===== src/hw/bmcs_pkg.sv =====
// Constants for the boot mode and boot clock selection block
package bmcs_pkg;

    // ==========================================
    // Start addresses
    localparam logic [31:0] ADDR_BOOT_ROM  = 32'h0010_0000;
    localparam logic [31:0] ADDR_CS2_SPACE = 32'h4200_0000;

    // ==========================================
    // Boot mode codes
    localparam logic [3:0] MODE_NO_BOOT    = 4'h0;
    localparam logic [3:0] MODE_PCI_NOAUTO = 4'h1;
    localparam logic [3:0] MODE_PCI_AUTO   = 4'h2;
    localparam logic [3:0] MODE_RSV_3      = 4'h3;
    localparam logic [3:0] MODE_ROM        = 4'h4;
    localparam logic [3:0] MODE_NAND       = 4'h7;
    localparam logic [3:0] MODE_ROM_NOAIS  = 4'h9;
    localparam logic [3:0] MODE_RSV_B      = 4'hb;
    localparam logic [3:0] MODE_RSV_C      = 4'hc;
    localparam logic [3:0] MODE_RSV_D      = 4'hd;

    // ==========================================
    // Pinout select codes
    localparam logic [2:0] PINOUT_MODE_2 = 3'h2;
    localparam logic [2:0] PINOUT_MODE_5 = 3'h5;

    // ==========================================
    // Multipliers and dividers
    localparam logic [4:0] MULT_BYPASS  = 5'h01;
    localparam logic [4:0] MULT_X20     = 5'h14;
    localparam logic [4:0] MULT_X15     = 5'h0f;
    localparam logic [4:0] MULT_X16     = 5'h10;
    localparam logic [4:0] MULT_X18     = 5'h12;
    localparam logic [4:0] MULT_X22     = 5'h16;
    localparam logic [4:0] MULT_X25     = 5'h19;
    localparam logic [4:0] MULT_X27     = 5'h1b;
    localparam logic [4:0] MULT_X30     = 5'h1e;
    localparam logic [1:0] DIV_BY_1     = 2'h1;
    localparam logic [1:0] DIV_BY_2     = 2'h2;

    // ==========================================
    // Capture register layout
    localparam int CAP_MODE_LSB   = 0;
    localparam int CAP_PINOUT_LSB = 8;
    localparam int CAP_MULT_LSB   = 12;
    localparam int CAP_PCI_BIT    = 17;
    localparam int CAP_FAST_BIT   = 19;
    localparam logic [31:0] CAP_RESET = 32'h0000_0000;

    // ==========================================
    // Interface settings
    localparam logic [1:0] IF_ASYNC = 2'h0;
    localparam logic [1:0] IF_NAND  = 2'h1;
    localparam logic [1:0] IF_OFF   = 2'h2;
    localparam logic [3:0] ASYNC_TIMING_SLOWEST = 4'hf;

    // ==========================================
    // Boot sequence states
    typedef enum logic [2:0] {
        ST_RESET   = 3'b000,
        ST_DECODE  = 3'b001,
        ST_PLL     = 3'b011,
        ST_CACHE   = 3'b010,
        ST_FETCH   = 3'b110,
        ST_DONE    = 3'b111,
        ST_INVALID = 3'b101
    } bmcs_state_t;

endpackage


===== src/hw/bmcs_mult_lut.sv =====
// Multiplier select code to PLL multiplier lookup
`timescale 1ns/1ps
module bmcs_mult_lut (
    // Select code
    input  wire logic [2:0] i_code,
    // Multiplier
    output wire logic [4:0] o_mult
);
    // ==========================================
    // Lookup
    logic [4:0] table_value;

    always_comb begin
        case (i_code)
            3'h0:    table_value = bmcs_pkg::MULT_X20;
            3'h1:    table_value = bmcs_pkg::MULT_X15;
            3'h2:    table_value = bmcs_pkg::MULT_X16;
            3'h3:    table_value = bmcs_pkg::MULT_X18;
            3'h4:    table_value = bmcs_pkg::MULT_X22;
            3'h5:    table_value = bmcs_pkg::MULT_X25;
            3'h6:    table_value = bmcs_pkg::MULT_X27;
            default: table_value = bmcs_pkg::MULT_X30;
        endcase
    end

    assign o_mult = table_value;
endmodule


===== src/hw/bmcs_boot_ctrl.sv =====
// Boot strap capture, start address choice and boot clock sequencing
// How it works
// - Fast boot maps the select code to x15..x30, core clock is PLL output halved
// - Start address is boot ROM for every mode except direct ROM boot
// - Mode 0100b with fast boot clear starts at chip select two space
// - Core release pulses right after capture, fetching at chosen start address
// - After reset both PLL controllers sit in bypass, reference clock drives chip
// - Async interface timing resets to its slowest setting
// - Fast boot switches system PLL into PLL mode before any external fetch
// - Second PLL controller stays in bypass in every mode
// - Sequence decodes mode, fast boot, PCI enable and multiplier select
// - Every boot ROM mode disables all caches before the routine exits
// - Direct ROM boot keeps PLL bypass with interface in async memory mode
// - Mode 0100b with fast boot raises PLL then reads image script from space two
// - Mode 1001b raises PLL then jumps to space two base for direct fetch
// - NAND boot uses NAND interface, image script; pinout 010b or 101b
// - Straps sampled as reset releases, held in read-only capture register
`timescale 1ns/1ps
module bmcs_boot_ctrl (
    // Clock and reset
    input  wire logic        i_clk_sys,
    input  wire logic        i_reset,
    // Strap pins
    input  wire logic [3:0]  i_boot_mode_pins,
    input  wire logic        i_fast_boot_pin,
    input  wire logic        i_pci_enable_pin,
    input  wire logic [2:0]  i_pll_multiplier_select_pins,
    input  wire logic [2:0]  i_async_pinout_select_pins,
    // Boot routine progress
    input  wire logic        i_pll_locked,
    input  wire logic        i_cache_off_done,
    // Capture and start address
    output logic      [31:0] o_boot_strap_capture,
    output logic      [31:0] o_core_start_address,
    output logic             o_core_release,
    // System PLL controller
    output logic             o_system_pll_enable,
    output logic      [4:0]  o_system_pll_mult,
    output logic      [1:0]  o_core_clock_divider,
    // Second PLL controller
    output logic             o_second_pll_enable,
    // Caches and memory interface
    output logic             o_cache_disable,
    output logic      [1:0]  o_async_if_mode,
    output logic      [3:0]  o_async_timing,
    output logic             o_image_script_fetch,
    output logic      [31:0] o_fetch_address,
    output logic             o_fetch_start,
    // Status
    output logic             o_pinout_mismatch,
    output logic             o_boot_invalid,
    output logic             o_boot_done
);
    // ==========================================
    // Strap synchroniser, three stages
    logic [11:0] sync1;
    logic [11:0] sync2;
    logic [11:0] sync3;
    logic [11:0] pin_bus;

    assign pin_bus = {i_async_pinout_select_pins, i_pll_multiplier_select_pins,
                      i_pci_enable_pin, i_fast_boot_pin, i_boot_mode_pins};

    always_ff @(posedge i_clk_sys) begin
        sync1 <= pin_bus;
        sync2 <= sync1;
        sync3 <= sync2;
    end

    // Straps only count once two stages agree
    logic [11:0] strap_val;
    logic        strap_stable;
    assign strap_val    = sync3;
    assign strap_stable = (sync2 == sync3);

    // ==========================================
    // Capture on reset release
    logic        captured;
    logic [3:0]  cap_mode;
    logic        cap_fast;
    logic        cap_pci;
    logic [2:0]  cap_mult_code;
    logic [2:0]  cap_pinout;
    logic        take_straps;

    // Reset leaves the straps uncaptured; sampled on first stable cycle after
    assign take_straps = !captured && strap_stable;

    always_ff @(posedge i_clk_sys) begin
        if (i_reset) begin
            captured      <= 1'b0;
            cap_mode      <= 4'h0;
            cap_fast      <= 1'b0;
            cap_pci       <= 1'b0;
            cap_mult_code <= 3'h0;
            cap_pinout    <= 3'h0;
        end else if (take_straps) begin
            captured      <= 1'b1;
            cap_mode      <= strap_val[3:0];
            cap_fast      <= strap_val[4];
            cap_pci       <= strap_val[5];
            cap_mult_code <= strap_val[8:6];
            cap_pinout    <= strap_val[11:9];
        end
    end

    // Read-only image of the latched values
    logic [31:0] cap_word;
    always_comb begin
        cap_word = bmcs_pkg::CAP_RESET;
        cap_word[bmcs_pkg::CAP_MODE_LSB +: 4]   = cap_mode;
        cap_word[bmcs_pkg::CAP_PINOUT_LSB +: 3] = cap_pinout;
        cap_word[bmcs_pkg::CAP_MULT_LSB +: 3]   = cap_mult_code;
        cap_word[bmcs_pkg::CAP_PCI_BIT]         = cap_pci;
        cap_word[bmcs_pkg::CAP_FAST_BIT]        = cap_fast;
    end

    // ==========================================
    // Mode decode
    logic [4:0]  lut_mult;

    bmcs_mult_lut u_mult_lut (
        .i_code (cap_mult_code),
        .o_mult (lut_mult)
    );

    wire mode_direct   = (cap_mode == bmcs_pkg::MODE_ROM) && !cap_fast;
    wire mode_rom_ais  = (cap_mode == bmcs_pkg::MODE_ROM) && cap_fast;
    wire mode_rom_nais = (cap_mode == bmcs_pkg::MODE_ROM_NOAIS) && cap_fast;
    wire mode_nand     = (cap_mode == bmcs_pkg::MODE_NAND);
    wire mode_pci      = (cap_mode == bmcs_pkg::MODE_PCI_NOAUTO)
                       || (cap_mode == bmcs_pkg::MODE_PCI_AUTO);

    // Reserved codes, incl. PCI code 0010b without PCI enable
    wire mode_reserved = (cap_mode == bmcs_pkg::MODE_RSV_3)
                       || (cap_mode == bmcs_pkg::MODE_RSV_B)
                       || (cap_mode == bmcs_pkg::MODE_RSV_C)
                       || (cap_mode == bmcs_pkg::MODE_RSV_D)
                       || ((cap_mode == bmcs_pkg::MODE_PCI_AUTO) && !cap_pci)
                       || ((cap_mode == bmcs_pkg::MODE_ROM_NOAIS) && !cap_fast)
                       || (mode_pci && cap_pci && !cap_fast);

    // PLL raised only for fast boot on a valid mode
    wire want_pll = cap_fast && !mode_reserved;

    wire [31:0] start_addr = mode_direct ? bmcs_pkg::ADDR_CS2_SPACE
                                         : bmcs_pkg::ADDR_BOOT_ROM;

    wire need_fetch = mode_rom_ais || mode_rom_nais || mode_nand;
    wire uses_ais   = mode_rom_ais || mode_nand;

    wire pin_ok = mode_nand
                ? ((cap_pinout == bmcs_pkg::PINOUT_MODE_2)
                   || (cap_pinout == bmcs_pkg::PINOUT_MODE_5))
                : (cap_pinout == bmcs_pkg::PINOUT_MODE_2);
    wire pin_bad = (mode_direct || mode_rom_ais || mode_rom_nais || mode_nand) && !pin_ok;

    // ==========================================
    // Boot sequence
    bmcs_pkg::bmcs_state_t state;
    bmcs_pkg::bmcs_state_t next_state;

    always_comb begin
        next_state = state;
        case (state)
            bmcs_pkg::ST_RESET: begin
                if (take_straps) begin
                    next_state = bmcs_pkg::ST_DECODE;
                end
            end
            bmcs_pkg::ST_DECODE: begin
                if (mode_reserved) begin
                    next_state = bmcs_pkg::ST_INVALID;
                end else if (mode_direct) begin
                    next_state = bmcs_pkg::ST_DONE;
                end else if (want_pll) begin
                    next_state = bmcs_pkg::ST_PLL;
                end else begin
                    next_state = bmcs_pkg::ST_CACHE;
                end
            end
            // Wait for lock before any external fetch
            bmcs_pkg::ST_PLL: begin
                if (i_pll_locked) begin
                    next_state = bmcs_pkg::ST_CACHE;
                end
            end
            // Caches off before leaving the routine
            bmcs_pkg::ST_CACHE: begin
                if (i_cache_off_done) begin
                    next_state = need_fetch ? bmcs_pkg::ST_FETCH : bmcs_pkg::ST_DONE;
                end
            end
            bmcs_pkg::ST_FETCH: next_state = bmcs_pkg::ST_DONE;
            default:            next_state = state;
        endcase
    end

    always_ff @(posedge i_clk_sys) begin
        if (i_reset) begin
            state <= bmcs_pkg::ST_RESET;
        end else begin
            state <= next_state;
        end
    end

    // ==========================================
    // Output registers
    wire in_decode = (state == bmcs_pkg::ST_DECODE);
    wire go_pll    = in_decode && want_pll && !mode_reserved;

    always_ff @(posedge i_clk_sys) begin
        if (i_reset) begin
            // Bypass, reference clock, slowest interface timing
            o_core_start_address <= bmcs_pkg::ADDR_BOOT_ROM;
            o_core_release       <= 1'b0;
            o_system_pll_enable  <= 1'b0;
            o_system_pll_mult    <= bmcs_pkg::MULT_BYPASS;
            o_core_clock_divider <= bmcs_pkg::DIV_BY_1;
            o_cache_disable      <= 1'b0;
            o_async_if_mode      <= bmcs_pkg::IF_ASYNC;
            o_async_timing       <= bmcs_pkg::ASYNC_TIMING_SLOWEST;
            o_image_script_fetch <= 1'b0;
            o_fetch_address      <= bmcs_pkg::ADDR_BOOT_ROM;
            o_fetch_start        <= 1'b0;
            o_pinout_mismatch    <= 1'b0;
            o_boot_invalid       <= 1'b0;
            o_boot_done          <= 1'b0;
        end else begin
            // Core released at once, one-cycle pulse
            o_core_release <= in_decode && !mode_reserved;
            o_fetch_start  <= (state == bmcs_pkg::ST_FETCH);
            if (in_decode) begin
                o_core_start_address <= start_addr;
                o_pinout_mismatch    <= pin_bad;
                o_boot_invalid       <= mode_reserved;
                o_async_if_mode      <= mode_nand ? bmcs_pkg::IF_NAND : bmcs_pkg::IF_ASYNC;
                o_image_script_fetch <= uses_ais;
                o_fetch_address      <= mode_rom_nais ? bmcs_pkg::ADDR_CS2_SPACE
                                                      : (need_fetch ? bmcs_pkg::ADDR_CS2_SPACE
                                                                    : bmcs_pkg::ADDR_BOOT_ROM);
            end
            // PLL mode with selected multiplier, core clock halved
            if (go_pll) begin
                o_system_pll_enable  <= 1'b1;
                o_system_pll_mult    <= lut_mult;
                o_core_clock_divider <= bmcs_pkg::DIV_BY_2;
            end
            // Caches off in every boot ROM mode
            if (state == bmcs_pkg::ST_CACHE) begin
                o_cache_disable <= 1'b1;
            end
            if (next_state == bmcs_pkg::ST_DONE && state != bmcs_pkg::ST_DONE) begin
                o_boot_done <= 1'b1;
            end
        end
    end

    // Second PLL controller never leaves bypass
    assign o_second_pll_enable  = 1'b0;
    assign o_boot_strap_capture = cap_word;
endmodule


===== config.mk =====
export PLATFORM = sky130hd
export DESIGN_NAME = bmcs_boot_ctrl
export DESIGN_NICKNAME = d
export VERILOG_FILES = /design/src/hw/bmcs_pkg.sv /design/src/hw/bmcs_mult_lut.sv /design/src/hw/bmcs_boot_ctrl.sv
export SDC_FILE = /design/constraint.sdc
export NUM_CORES = 1
export LEC_CHECK = 0
export ABC_AREA = 1
export BUFFER_PORTS_ARGS = -buffer_cell sky130_fd_sc_hd__buf_2
export CAP_MARGIN = 15
export CORE_UTILIZATION = 48
export DETAILED_ROUTE_END_ITERATION = 8
export PLACE_DENSITY = 0.81
export SETUP_SLACK_MARGIN = 0.15
export SLEW_MARGIN = 30
export SYNTH_ARGS = -nofsm -noshare
export SYNTH_HDL_FRONTEND = slang
export SYNTH_SLANG_ARGS = --single-unit

===== constraint.sdc =====
create_clock -name i_clk_sys -period 1.7 [get_ports i_clk_sys]
set_clock_uncertainty 0.2 [all_clocks]
set_input_delay 0.255 -clock i_clk_sys [delete_from_list [all_inputs] [get_ports i_clk_sys]]
set_output_delay 0.255 -clock i_clk_sys [all_outputs]
set_load 0.01 [all_outputs]

==> metrics.txt <==
H-tree levels 3; Initial Util 49.95%; Top Family by Delay on Critical Path simple AND/OR/NAND/NOR gates; CTS Sinks 71; HP Start i_reset; synth warn 0; Critical Path, Cell by Cell inv_1, nand2_1, nand2_1, nor2_1, nand2_1, nor2_4, buf_6, buf_4, nand3_2, a21oi_1; CP most frequent cell nand2_1; Worst-Skew Late Latency 0.35 ns; final hold viol count 0; CP endpoint kind register; Final WS setup 0.09713 ns; worst vdd ir 0.6919 mV; placer's final routability congestion estimate 0.9184; Worst Hold Class input port to register; CP Launch Type register; flops & latches, synth 71; Yosys cell types 32; Finished Layout Cells 540; drt via density 4.380; syn avg cell area 8.303 µm²; Finished Core Util 59.55%; share of cells above drive strength 1 33.69%; Core ar. 6350 µm²; Setup-failing EPs final 0; RSZ-0062 raised after global routing true; Layout fillers 513; initial antenna violation count 0; sequential share of the synthesized area 44.81%; Syn Inst Count 382; Area after DPL 3167 µm²; FF-to-FF Start strap_val[8]$_DFF_P_; status finished clean; post-route minimum period 1.603 ns; Max-Cap Viols 0; IO Port Bufs 49; slowest CP cell dfxtp_2; Data arrival, critical path 1.68 ns; TritonRoute pass-1 iters 4; ANT cells 0; Mapped Area 3172 µm²; Fmax 0.6239 GHz; P_leak 1.879 nW; area delta synth->final 19.21%; Crit Path Class register to register; Site Rows 29; detail-routed net length per standard cell 10.88 µm; first-pass GRT wire length 8273 µm; Worst Path Required 1.78 ns; Top FF cell, synth dfxtp_1; Worst Path Buf+Inv 3; Die W 83.29 µm; dpl hpwl 3761 µm; EDFF count, synth 0; Place WS 0.04422 ns; grt total ovfl 0; R2R depth 10; I/O pins 134; gr usage total 15.20%; Worst path max stage delay 0.35 ns; final slew viol count 0; CTS clock-pin slew for the worst setup and hold paths 0.08 ns; Die Span Y 83.29 µm; Iteration-0 DRC Markers 109; Max FO, Critical Path 3; Clock Tree Buf Depth 2; pwr dens 899.3 nW/µm²; Async SR Flop Fraction 0%; Hold Slack 0.07289 ns; post-route setup TNS 0 ns; post-route clock period utilization 94.29%; Die ar. 6937 µm²; WHS Path Cells 3; Net count, final 474; Routed Wire Length 5874 µm; vias in the first global route 1,941; CTS tree built; largest net degree at the start of global routing 23; DR DRC count 0; TritonCTS Buffers 9; flop-to-flop setup slack 0.1 ns; Cells after DPL 502; ANT nets after route 0; Design Power 3.400 mW; post-route cell area 3781 µm²; vias post-DR 2,365; CP Depth 10; critical path startpoint strap_val[8]$_DFF_P_; clock root buffer clkbuf_8
==> final cells by class <==
type	instances	area, µm²	share of cell area [%]
clock buffers	10	127.6	3.375
clock inverters	6	85.08	2.250
inverters	43	163.9	4.335
multi-input cells	257	1338	35.37
flip-flops and latches	71	1460	38.62
well taps	77	96.34	2.548
repair buffers	76	510.5	13.50
==> placed cells by master, fill, tap and decap left out, types with 3 or more instances in the layout <==
cell / instances
conb_1: 84
dfxtp_1: 50
buf_2: 49
nand2_1: 46
inv_1: 31
nor2_1: 25
a21oi_1: 17
dfxtp_2: 16
dlygate4sd3_1: 12
inv_2: 11
nand3_1: 11
buf_4: 11
o21ai_0: 9
clkbuf_8: 9
nand2_2: 8
nor2_2: 8
o21ai_2: 6
nand3_2: 6
nor2_4: 5
dfxtp_4: 5
o21ai_1: 4
nor3_1: 4
nand2_8: 3
a21oi_2: 3
o211ai_1: 3
==> registers in the layout, summed over array words and instances (netlist names), 2 cells and up <==
signal,count
sync1,12
o_system_pll_mult,5
cap_pinout,3
state,3
cap_mode,4
o_core_start_address,2
strap_val,12
sync2,12
o_fetch_address,2
cap_mult_code,3
==> final timing paths <==
path	to
max	cap_pinout[2]$_SDFFE_PP0P_
min	o_system_pll_mult[1]$_SDFFE_PP0P_
max reg2reg	cap_pinout[2]$_SDFFE_PP0P_
min reg2reg	sync2[6]$_DFF_P_
==> Yosys cell counts, drive strengths merged, types with 2 or more instances <==
cell type | instances | share of area [%]
inv | 43 | 5.1
a21oi | 20 | 3.3
o211ai | 3 | 0.71
nor2 | 38 | 5.6
dfxtp | 71 | 45
clkbuf | 3 | 0.36
o21ai | 20 | 3.2
buf | 92 | 22
xnor2 | 2 | 0.55
nand3 | 19 | 4.0
nand2 | 55 | 7.0
conb | 2 | 0.24
nand4 | 3 | 0.79
nor3 | 4 | 0.63
==> power by group <==
part / total [mW] / internal (mW) / switching (mW)
Combinational: 0.222 / 0.0713 / 0.151
Clock: 1.44 / 0.820 / 0.623
Sequential: 1.73 / 1.71 / 0.0279
Total: 3.40 / 2.60 / 0.802
==> worst min-delay path: stages <==
cell and delay [ns]:
buf_2 0.09, buf_4 0.17, a21oi_1 0.05
==> layer usage <==
| metal | global-route usage [%] | vias up | share of wire [%] | wire length (µm) |
|---|---|---|---|---|
| met5 | 0 | - | 0 | 0 |
| met4 | 9.561 | 0 | 2.4 | 143 |
| met3 | 5.368 | 14 | 6.2 | 366 |
| met2 | 26.01 | 99 | 52 | 3051 |
| met1 | 15.82 | 1074 | 39 | 2313 |
| li1 | - | 1178 | - | - |
==> what timing repair did <==
action | in CTS | in global routing
pin swaps | 6 | 10
gates resized for setup | 15 | 49
endpoints found under the setup margin | 16 | 23
endpoints found under the hold margin | 12 | 0
cloned | 0 | 2
hold buffers | 12 | 0
setup buffers | 1 | 7
==> cells by family after synthesis <==
group	count (synthesis)	synth area share, %
xor+xnor	2	0.5524
flops	71	44.81
buf+inv	138	27.38
other cells	2	0.2368
compound gates	50	8.994
simple gates	119	18.03
(Power assumes the default switching activity.)
